File: src/psdma_pkg.sv
package psdma_pkg;
  // Register byte offsets on the slave bus
  localparam logic [4:0] OFS_CTRL = 5'h00;
  localparam logic [4:0] OFS_BLEN = 5'h04;
  localparam logic [4:0] OFS_SYS  = 5'h08;
  localparam logic [4:0] OFS_DC1  = 5'h0c;
  localparam logic [4:0] OFS_DC2  = 5'h10;
  localparam logic [4:0] OFS_SRC  = 5'h14;
  localparam logic [4:0] OFS_DST  = 5'h18;
  localparam logic [4:0] OFS_STAT = 5'h1c;
  // Channel control fields
  localparam int CTL_SRC_INC = 7;
  localparam int CTL_DST_INC = 5;
  localparam int CTL_WORD    = 3;
  localparam int CTL_SEL_LSB = 0;
  // System control fields
  localparam int SYS_PRIO    = 7;
  localparam int SYS_LOOP    = 4;
  localparam int SYS_WAIT_EN = 3;
  localparam int SYS_ICF     = 0;
  // Control one fields
  localparam int DC1_BW_LSB  = 6;
  localparam int DC1_TEC     = 1;
  localparam int DC1_IE      = 0;
  localparam logic [7:0]  RST_BYTE = 8'h00;
  localparam logic [15:0] RST_ADDR = 16'h0000;
  // Timing in bus cycles
  localparam logic [1:0] SETUP_CYCLES = 2'h2;
  localparam logic [3:0] BW_WINDOW    = 4'hc;
  localparam logic [3:0] BW_SLOTS_25  = 4'h3;
  localparam logic [3:0] BW_SLOTS_50  = 4'h6;
  localparam logic [3:0] BW_SLOTS_67  = 4'h8;
  localparam logic [3:0] BW_SLOTS_100 = 4'hc;
  localparam logic [8:0] FULL_BLOCK   = 9'h100;

  typedef enum logic [1:0] {ST_IDLE, ST_SETUP, ST_READ, ST_WRITE} psdma_state_t;

  typedef struct packed {
    logic        en;
    logic        we;
    logic [15:0] addr;
    logic [7:0]  wdata;
  } psdma_mem_t;
endpackage

File: src/psdma_channel.sv
// Chosen here: the Avalon-MM slave port and the address map.
`timescale 1ns/100ps
// What this block does
// - Byte move takes two bus cycles
// - Block done with enable raises CPU irq
// - Control 0x87: inc src, byte, source 7
// - Control 0x00: static both, byte, source 0
// - Block length counts bytes per block
// - System reset value: no loop, CPU first
// - System 0x10 enables looping on channel
// - Control one 0x03: 25%, enable, irq
// - Control one 0xc2: 100%, enable, no irq
// - Control two zero forces no request
// - Three-bit field picks serviced request
// - Pending request of selected source gets one transfer
// - Byte mode moves one byte per request
// - Word four cycles, plus two setup cycles
// - Block done sets flag, clears enable unless looping
// - System 0x80 gives DMA priority
// - Control two bit forces matching source
module psdma_channel (
  input  wire logic                  core_clk,
  input  wire logic                  rst_n,
  input  wire logic [4:0]            avs_address,
  input  wire logic                  avs_read,
  input  wire logic                  avs_write,
  input  wire logic [31:0]           avs_writedata,
  output logic      [31:0]           avs_readdata,
  output logic                       avs_waitrequest,
  input  wire logic [7:0]            periph_req,
  input  wire logic                  cpu_irq_pending,
  input  wire logic                  cpu_wait,
  output psdma_pkg::psdma_mem_t      mem_out,
  input  wire logic [7:0]            mem_rdata,
  output logic                       dma_irq
);
  logic                   wait_reg, wait_next;
  logic [31:0]            rdata_reg, rdata_next;
  logic [7:0]             ctl_reg, ctl_next;
  logic [7:0]             blen_reg, blen_next;
  logic [7:0]             sys_reg, sys_next;
  logic [7:0]             dc1_reg, dc1_next;
  logic [7:0]             dc2_reg, dc2_next;
  logic [15:0]            src_reg, src_next;
  logic [15:0]            dst_reg, dst_next;
  logic [15:0]            cur_src_reg, cur_src_next;
  logic [15:0]            cur_dst_reg, cur_dst_next;
  logic [8:0]             cnt_reg, cnt_next;
  logic                   phase_reg, phase_next;
  logic                   active_reg, active_next;
  logic                   done_reg, done_next;
  logic [7:0]             pend_reg, pend_next;
  logic [7:0]             rbuf_reg, rbuf_next;
  logic [1:0]             setup_reg, setup_next;
  logic [3:0]             bw_reg, bw_next;
  logic [3:0]             bw_limit;
  logic                   irq_next;
  logic                   wr_commit;
  logic                   go;
  logic [2:0]             sel;
  logic [8:0]             step;
  psdma_pkg::psdma_state_t state_reg;
  psdma_pkg::psdma_state_t state_next;
  psdma_pkg::psdma_mem_t   mem_next;

  assign wr_commit = avs_write && !wait_reg;
  assign sel       = ctl_reg[psdma_pkg::CTL_SEL_LSB +: 3];
  assign step      = ctl_reg[psdma_pkg::CTL_WORD] ? 9'h002 : 9'h001;

  // Bus slave: one wait cycle, then the answer stands for one cycle
  always_comb
  begin
    wait_next  = !((avs_read || avs_write) && wait_reg);
    rdata_next = rdata_reg;
    if (avs_read && wait_reg)
    begin
      unique case (avs_address)
        psdma_pkg::OFS_CTRL: rdata_next = {24'h000000, ctl_reg};
        psdma_pkg::OFS_BLEN: rdata_next = {24'h000000, blen_reg};
        psdma_pkg::OFS_SYS:  rdata_next = {24'h000000, sys_reg};
        psdma_pkg::OFS_DC1:  rdata_next = {24'h000000, dc1_reg};
        psdma_pkg::OFS_DC2:  rdata_next = {24'h000000, dc2_reg};
        psdma_pkg::OFS_SRC:  rdata_next = {16'h0000, src_reg};
        psdma_pkg::OFS_DST:  rdata_next = {16'h0000, dst_reg};
        psdma_pkg::OFS_STAT: rdata_next = {8'h00, pend_reg, 3'h0, active_reg,
                                           state_reg != psdma_pkg::ST_IDLE, 2'h0, cnt_reg};
        default:             rdata_next = 32'h00000000;
      endcase
    end
  end

  always_ff @(posedge core_clk)
  begin
    if (!rst_n)
    begin
      wait_reg  <= 1'b1;
      rdata_reg <= 32'h00000000;
    end
    else
    begin
      wait_reg  <= wait_next;
      rdata_reg <= rdata_next;
    end
  end

  assign avs_waitrequest = wait_reg;
  assign avs_readdata    = rdata_reg;

  always_comb
  begin
    unique case (dc1_reg[psdma_pkg::DC1_BW_LSB +: 2])
      2'h0: bw_limit = psdma_pkg::BW_SLOTS_25;
      2'h1: bw_limit = psdma_pkg::BW_SLOTS_50;
      2'h2: bw_limit = psdma_pkg::BW_SLOTS_67;
      2'h3: bw_limit = psdma_pkg::BW_SLOTS_100;
    endcase
  end

  // Waiting or CPU interrupt blocks new services only
  assign go = (pend_reg[sel] || dc2_reg[sel])
              && !(cpu_wait && !sys_reg[psdma_pkg::SYS_WAIT_EN])
              && !(cpu_irq_pending && !sys_reg[psdma_pkg::SYS_PRIO]);

  always_comb
  begin
    ctl_next     = ctl_reg;
    blen_next    = blen_reg;
    sys_next     = sys_reg;
    dc1_next     = dc1_reg;
    dc2_next     = dc2_reg;
    src_next     = src_reg;
    dst_next     = dst_reg;
    cur_src_next = cur_src_reg;
    cur_dst_next = cur_dst_reg;
    cnt_next     = cnt_reg;
    phase_next   = phase_reg;
    active_next  = active_reg;
    rbuf_next    = rbuf_reg;
    setup_next   = setup_reg;
    state_next   = state_reg;
    done_next    = 1'b0;
    bw_next      = (bw_reg == psdma_pkg::BW_WINDOW - 4'h1) ? 4'h0 : bw_reg + 4'h1;
    // Set wins: a request in the clearing cycle stays pending
    pend_next    = pend_reg | periph_req;
    if (wr_commit)
    begin
      unique case (avs_address)
        psdma_pkg::OFS_CTRL: ctl_next  = avs_writedata[7:0];
        psdma_pkg::OFS_BLEN: blen_next = avs_writedata[7:0];
        psdma_pkg::OFS_SYS:  sys_next  = avs_writedata[7:0];
        psdma_pkg::OFS_DC1:  dc1_next  = avs_writedata[7:0];
        psdma_pkg::OFS_DC2:  dc2_next  = avs_writedata[7:0];
        psdma_pkg::OFS_SRC:  src_next  = avs_writedata[15:0];
        psdma_pkg::OFS_DST:  dst_next  = avs_writedata[15:0];
        default:
        begin
        end
      endcase
    end
    unique case (state_reg)
      psdma_pkg::ST_IDLE:
      begin
        if (dc1_reg[psdma_pkg::DC1_TEC] && !active_reg)
        begin
          cur_src_next = src_reg;
          cur_dst_next = dst_reg;
          cnt_next     = (blen_reg == 8'h00) ? psdma_pkg::FULL_BLOCK : {1'b0, blen_reg};
          active_next  = 1'b1;
        end
        else if (dc1_reg[psdma_pkg::DC1_TEC] && go)
        begin
          pend_next[sel] = periph_req[sel];
          setup_next     = 2'h0;
          state_next     = psdma_pkg::ST_SETUP;
        end
        // Disabling drops the loaded block so a new enable reloads it
        else if (!dc1_reg[psdma_pkg::DC1_TEC])
          active_next = 1'b0;
      end
      psdma_pkg::ST_SETUP:
      begin
        if (setup_reg == psdma_pkg::SETUP_CYCLES - 2'h1)
          state_next = psdma_pkg::ST_READ;
        else
          setup_next = setup_reg + 2'h1;
      end
      psdma_pkg::ST_READ:
      begin
        if (mem_out.en)
        begin
          rbuf_next  = mem_rdata;
          state_next = psdma_pkg::ST_WRITE;
        end
      end
      psdma_pkg::ST_WRITE:
      begin
        if (mem_out.en && ctl_reg[psdma_pkg::CTL_WORD] && !phase_reg)
        begin
          phase_next = 1'b1;
          state_next = psdma_pkg::ST_READ;
        end
        else if (mem_out.en)
        begin
          phase_next = 1'b0;
          state_next = psdma_pkg::ST_IDLE;
          cnt_next   = (cnt_reg > step) ? cnt_reg - step : 9'h000;
          if (ctl_reg[psdma_pkg::CTL_SRC_INC])
            cur_src_next = cur_src_reg + {7'h00, step};
          if (ctl_reg[psdma_pkg::CTL_DST_INC])
            cur_dst_next = cur_dst_reg + {7'h00, step};
          if (cnt_reg <= step)
          begin
            done_next             = 1'b1;
            active_next           = 1'b0;
            sys_next[psdma_pkg::SYS_ICF] = 1'b1;
            if (!sys_reg[psdma_pkg::SYS_LOOP])
              dc1_next[psdma_pkg::DC1_TEC] = 1'b0;
          end
        end
      end
    endcase
    // Bus cycle only inside the share
    mem_next.en    = (bw_next < bw_limit)
                     && (state_next == psdma_pkg::ST_READ || state_next == psdma_pkg::ST_WRITE);
    mem_next.we    = state_next == psdma_pkg::ST_WRITE;
    mem_next.addr  = mem_next.we ? cur_dst_next + {15'h0000, phase_next}
                                 : cur_src_next + {15'h0000, phase_next};
    mem_next.wdata = rbuf_next;
    irq_next       = sys_next[psdma_pkg::SYS_ICF] && dc1_next[psdma_pkg::DC1_IE];
  end

  always_ff @(posedge core_clk)
  begin
    if (!rst_n)
    begin
      ctl_reg     <= psdma_pkg::RST_BYTE;
      blen_reg    <= psdma_pkg::RST_BYTE;
      sys_reg     <= psdma_pkg::RST_BYTE;
      dc1_reg     <= psdma_pkg::RST_BYTE;
      dc2_reg     <= psdma_pkg::RST_BYTE;
      src_reg     <= psdma_pkg::RST_ADDR;
      dst_reg     <= psdma_pkg::RST_ADDR;
      cur_src_reg <= psdma_pkg::RST_ADDR;
      cur_dst_reg <= psdma_pkg::RST_ADDR;
      cnt_reg     <= 9'h000;
      phase_reg   <= 1'b0;
      active_reg  <= 1'b0;
      done_reg    <= 1'b0;
      pend_reg    <= 8'h00;
      rbuf_reg    <= 8'h00;
      setup_reg   <= 2'h0;
      bw_reg      <= 4'h0;
      state_reg   <= psdma_pkg::ST_IDLE;
      mem_out     <= '0;
      dma_irq     <= 1'b0;
    end
    else
    begin
      ctl_reg     <= ctl_next;
      blen_reg    <= blen_next;
      sys_reg     <= sys_next;
      dc1_reg     <= dc1_next;
      dc2_reg     <= dc2_next;
      src_reg     <= src_next;
      dst_reg     <= dst_next;
      cur_src_reg <= cur_src_next;
      cur_dst_reg <= cur_dst_next;
      cnt_reg     <= cnt_next;
      phase_reg   <= phase_next;
      active_reg  <= active_next;
      done_reg    <= done_next;
      pend_reg    <= pend_next;
      rbuf_reg    <= rbuf_next;
      setup_reg   <= setup_next;
      bw_reg      <= bw_next;
      state_reg   <= state_next;
      mem_out     <= mem_next;
      dma_irq     <= irq_next;
    end
  end
endmodule

File: config.mk
export PLATFORM = sky130hd
export DESIGN_NAME = psdma_channel
export DESIGN_NICKNAME = d
export VERILOG_FILES = /design/src/psdma_pkg.sv /design/src/psdma_channel.sv
export SDC_FILE = /design/constraint.sdc
export NUM_CORES = 1
export LEC_CHECK = 0
export ABC_CLOCK_PERIOD_IN_PS = 4000
export BUFFER_PORTS_ARGS = -buffer_cell sky130_fd_sc_hd__buf_2
export CORE_UTILIZATION = 45
export CTS_CLUSTER_SIZE = 30
export DETAILED_ROUTE_END_ITERATION = 16
export PLACE_DENSITY = 0.75
export SLEW_MARGIN = 20
export SYNTH_ARGS = -nofsm -noshare
export SYNTH_HDL_FRONTEND = slang
export SYNTH_SLANG_ARGS = --single-unit
File: constraint.sdc
create_clock -name core_clk -period 4 [get_ports core_clk]
set_input_delay 0.4 -clock core_clk [delete_from_list [all_inputs] [get_ports core_clk]]
set_output_delay 0.4 -clock core_clk [all_outputs]
set_load 0.01 [all_outputs]
Word level (Yosys, flattened, before mapping)
Index checks and enable logic that the tools add are counted.
- register bits: 191
- latch bits: 0
- memory bits (writable): 0
- bits in read-only memories: 0
- input bits: 59
- output and inout port bits: 60
- word-level logic and storage cells: 174
- memories kept: 0
- add/subtract/negate cells: 7
- multiply operators: 0
- div/mod/pow operators: 0
- $lt $le $gt $ge: 5
- eq/ne operators: 26
- shift operators: 0
- mux-type cells: 67
- bitwise operators: 1
- reductions and logical operators: 43
- operators by type and width (cell ; number):
    $pmux W24 S8 ; 1
    $mux W16 ; 9
    $pmux W16 S2 ; 2
    $mux W9 ; 5
    $add A16 B1 Y16 ; 2
    $add A16 B2 Y16 ; 2
    $mux W1 ; 24
    $mux W2 ; 12
    $mux W8 ; 3
    $eq A5 B5 Y1 const B ; 4
    $pmux W9 S2 ; 1
    $pmux W4 S4 ; 1
    $reduce_and A2 Y1 ; 8
    $logic_and A1 B1 Y1 ; 14
    $ne A2 B2 Y1 const B ; 7
    $eq A2 B2 Y1 const B ; 6
    $eq A5 B4 Y1 const B ; 2
    $bmux W1 S3 ; 3
    $gt A9 B2 Y1 ; 1
    $le A9 B2 Y1 ; 1
    $sub A9 B2 Y9 ; 1
    $bwmux W8 ; 1
    $logic_not A1 Y1 ; 8
    $logic_not A8 Y1 ; 1
    other kinds (21) ; 30

Logic depth before layout (Yosys ltp)
- depth in word-level cells: 12
- depth in mapped cells: 16
- gate-level depth less buffers: 13

Worst setup path after synthesis
No wires, ideal clock.
- path kind: reg-to-reg
- start point: reg state_reg[0]
- end point: reg mem_out[20] in the netlist's numbering
- setup time: 0.071 ns
- arrival time: 3.847 ns
- required time: 3.929 ns
- setup slack: 0.082 ns
- stages on the path, launching flop included: 15
- buffers on the path: 3
- clock period less this slack: 3.918 ns
- cells stage by stage: dfxtp_1 inv_1 ha_1 clkbuf_1 o31ai_1 a221oi_1 o21ai_1 clkbuf_1 clkbuf_1 mux2i_1 ha_1 ha_1 o2111ai_1 or4_1 a21oi_1
- word-level cells in the longest chain between the ends: 5
- elaborated cells between the ends (all ways): 18
- classes of those cells: add/sub (2); eq/ne (4); mux (11); reduce/logical (1)
- RTL lines (item ; line ; text):
    start: declaration ; psdma_channel.sv:62 ; psdma_pkg::psdma_state_t state_reg;
    start signal: assignment ; psdma_channel.sv:253 ; state_reg <= psdma_pkg::ST_IDLE;
    start signal: assignment ; psdma_channel.sv:276 ; state_reg <= state_next;
    parallel branches: the longest is 4 deep, another holds $add A16 B1 Y16 ; -- ;
    $mux W16 * ; psdma_channel.sv:226 ; mem_next.addr = mem_next.we ? cur_dst_next + {15'h0000, phase_next}
    end signal: assignment ; psdma_channel.sv:277 ; mem_out <= mem_next;
    end: declaration ; psdma_channel.sv:33 ; output psdma_pkg::psdma_mem_t mem_out,
Every way passes the cells marked *.
A chain may end at the register's enable or synchronous reset.

Final worst setup path
- start point: reg ctl_reg[3]
- end point: reg mem_out[20] in the netlist's numbering
- word-level cells in the longest chain between the ends: 8
- elaborated cells between the ends (all ways): 21
- classes of those cells: add/sub (4); eq/ne (1); mux (14); reduce/logical (2)
- RTL lines (item ; line ; text):
    start: declaration ; psdma_channel.sv:39 ; logic [7:0] ctl_reg, ctl_next;
    start signal: assignment ; psdma_channel.sv:236 ; ctl_reg <= psdma_pkg::RST_BYTE;
    start signal: assignment ; psdma_channel.sv:259 ; ctl_reg <= ctl_next;
    $mux W2 ; psdma_channel.sv:68 ; assign step = ctl_reg[psdma_pkg::CTL_WORD] ? 9'h002 : 9'h001;
    $add A16 B2 Y16, on equally long branches ; psdma_channel.sv:208, psdma_channel.sv:210 ;
    $mux W16, on equally long branches ; psdma_channel.sv:207, psdma_channel.sv:209 ;
    $mux W16 ; psdma_channel.sv:202 ; else if (mem_out.en)
    $mux W16 ; psdma_channel.sv:197 ; if (mem_out.en && ctl_reg[psdma_pkg::CTL_WORD] && !phase_reg)
    $pmux W16 S2 ; psdma_channel.sv:160 ; unique case (state_reg)
    $add A16 B1 Y16, on equally long branches ; psdma_channel.sv:227, psdma_channel.sv:226 ;
    $mux W16 * ; psdma_channel.sv:226 ;
Mark *: on every way between the ends. The rest lies on a longest branch, timed or not.

==> metrics.md <==
| Metric | Value |
|---|---|
| Setup TNS Final | `0 ns` |
| Initial Util | `0.466` |
| Num CTS Buffers | `17` |
| WL final | `30100 um` |
| DR pass1 iterations | `6` |
| Pins Over Slew Limit | `0` |
| Yosys top cell area share | `0.383` |
| Synth Warn # | `0` |
| First-pass GRT wire length | `48100 um` |
| Relative slew margins | `0.373` |
| Synth area leader | `dfxtp_1` |
| Vias in the first global route | `a little under 9k` |
| Clock Sinks | `183` |
| Placement Setup Slack | `0.410 ns` |
| Die Area | `~22000 um2` |
| Highest clock rate | `0.275 GHz` |
| Die Ht | `148 um` |
| Period Utilization, post-route | `0.908` |
| Slew of the pin with the lowest slew margin | `0.937 ns` |
| RSZ-0062 raised after global routing | `no` |
| Hold depth | `2` |
| Via count | `9855` |
| Synth Register Bits | `183` |
| Count of maximum capacitance violations | `0` |
| Arr. time, crit path | `roughly 4.0 ns` |
| H-tree depth | `4` |
| PwrDens | `351 nW/um2` |
| Unique masters post-synth | `76` |
| Mean Syn Cell Area | `7.72 um2` |
| DR DRC count | `0` |
| Gr usage total | `0.279` |
| Post-synthesis sequential area ratio | `0.383` |
| Wire length per cell | `18.9 um` |
| Vias/cell | `6.19` |
| Clk root buf | `clkbuf_16` |
| CP Class | `reg2reg` |
| Area contributors post-synth | `dfxtp_1 (38%), nand2_1 (7.8%), a21oi_1 (7.0%)` |
| Ys async rst share | `0` |
| Clk Latency, worst-skew pair | `0.46 ns` |
| # diodes | `0` |
| Cells after synthesis | `1240` |
| GRT busiest layer | `met2` |
| Hold violation count in the final report | `0` |
| Most frequent cells in the layout | `nand2_1 (200), dfxtp_1 (183), a21oi_1 (133)` |
| Multi-input gate area | `5440 um2` |
| EDFF count, synth | `0` |
| Number of port buffers | `94` |
| Kind of end point of the critical path | `flop` |
| Placer Congestion | `0.924` |
| Largest net degree at the start of global routing | `74` |
| Post-cts hold buffer count | `0` |
| Hold crit path type | `in2reg` |
| DRT iter0 DRCs | `1384` |
| Max reg flops | `24` |
| FP Rows | `52` |
| Leak | `3.99 nW` |
| DP Area | `10400 um2` |
| Clk slew on worst S/H paths | `0.08 ns` |
| FF-to-FF path depth | `11` |
| Commonest non-fill, non-tap cell in the layout | `nand2_1` |
| Final instance area | `10900 um2` |
| Routed Antenna Nets | `0` |
| Skew final | `0.0206 ns` |
| GR Util met2 | `0.440` |
| Layout area overhead | `14.3%` |
| Met3 Track Usage GR | `0.0556` |
| DP HPWL | `between 20000 and 25000 um` |
| I/O pin cnt | `119` |
| CTS tree | `done` |
| Mapped cell area | `9570 um2` |
| Worst IR Drop VDD | `0.308 mV` |
| Worst setup SP type | `flop` |
| Filler cell count in the final layout | `2023` |
| Final setup vio count | `0` |
| Status | `completed` |
| Req. time, crit path | `4.38 ns` |
| Synth Flop Type | `dfxtp_1` |
| Min Tclk post-route | `between 3 and 4 ns` |
| Initial antenna violation count | `0` |
| Setup bufs post-CTS | `0` |
| Max clock buf depth | `2` |
| Final nets | `1387` |
| Worst Slack Setup Final | `0.367 ns` |
| Core region area | `20600 um2` |
| Layout cells sized above 1 | `0.141` |
| Remaining Overflow, GRT | `0` |
| Fin Hold WS | `0.169 ns` |
| Die X | `148 um` |
| Seq. cell area | `around 3700 um2` |
| Post-cts resize count | `0` |
| Routing usage on met1 | `0.369` |
| Fin util | `0.532` |
| CP Max Fanout | `6` |
## synth_stat cells (all sizes together), types with 7 or more instances
master	instances
o21ai	41
nand3	74
clkbuf	74
a211oi	12
buf	22
nor2b	11
dfxtp	183
nor3	33
or4	11
a22oi	42
nand4	10
ha	17
mux2i	20
o31ai	7
a222oi	12
a221oi	10
and2	21
nand2b	9
o211ai	10
nand2	200
inv	27
a21oi	133
or3	10
nor2	111
and3	10
nor4	15
## worst paths after layout
| check | endpoint | startpoint | slack (ns) |
|---|---|---|---|
| setup / recovery | mem_out[20]$_SDFF_PN0_ | ctl_reg[3]$_SDFFE_PN0P_ | 0.37 |
| hold / removal | avs_waitrequest$_SDFF_PN1_ | avs_write | 0.17 |
| setup reg to reg | mem_out[20]$_SDFF_PN0_ | ctl_reg[3]$_SDFFE_PN0P_ | 0.37 |
| hold reg to reg | rbuf_reg[3]$_SDFFE_PN0P_ | rbuf_reg[3]$_SDFFE_PN0P_ | 0.46 |
## cell families after synthesis
kind of cell    count (synthesis)  synth area share
simple gates                  533             0.261
compound gates                346             0.239
flops                         183             0.383
buf+inv                       123            0.0531
mux                            25            0.0268
fa+ha+maj                      20            0.0285
xor+xnor                        9           0.00823
other cells                     1          0.000392
## worst max-delay path, cell delays in order (launching register included)
cell and delay [ns]:
dfxtp_1 0.41, inv_1 0.25, ha_1 0.26, fa_1 0.23
inv_1 0.08, or4_1 0.65, nor4_1 0.21, a211oi_1 0.16
mux2i_1 0.30, o2111ai_1 0.28, or4_1 0.57, a21oi_1 0.15
## power by group
group | total (W) | internal (W) | leakage, nW | switching (W)
clock | 0.00169 | 0.000836 | 0.282 | 0.000856
combinational | 0.000291 | 0.0000922 | 2.23 | 0.000199
sequential | 0.00186 | 0.00184 | 1.48 | 0.0000209
## per-layer routing
metal  wire, um  share of wire  vias up
met5          0              0        -
met3       2850          0.094       71
met2      13600           0.45      515
li1           -              -     4637
met4        973          0.032        0
met1      12700           0.42     4632
## cell type report
| class | instances | share of cell area |
|---|---|---|
| Inverter | 27 | 0.00949 |
| Sequential cell | 183 | 0.335 |
| Tap cell | 270 | 0.0309 |
| Clock inverter | 15 | 0.0149 |
| Multi-Input combinational cell | 941 | 0.497 |
| Timing Repair Buffer | 138 | 0.0743 |
| Clock buffer | 17 | 0.0389 |
## metrics by stage
stage,cells,total power [W]
6_report,1591,0.00384
5_1_grt,1591,0.00397
4_1_cts,1591,0.00386
3_5_place_dp,1559,0.00218
3_3_place_gp,1559,0.00218
2_1_floorplan,1247,0.00208
No activity file was read; power rests on OpenSTA's default activity.
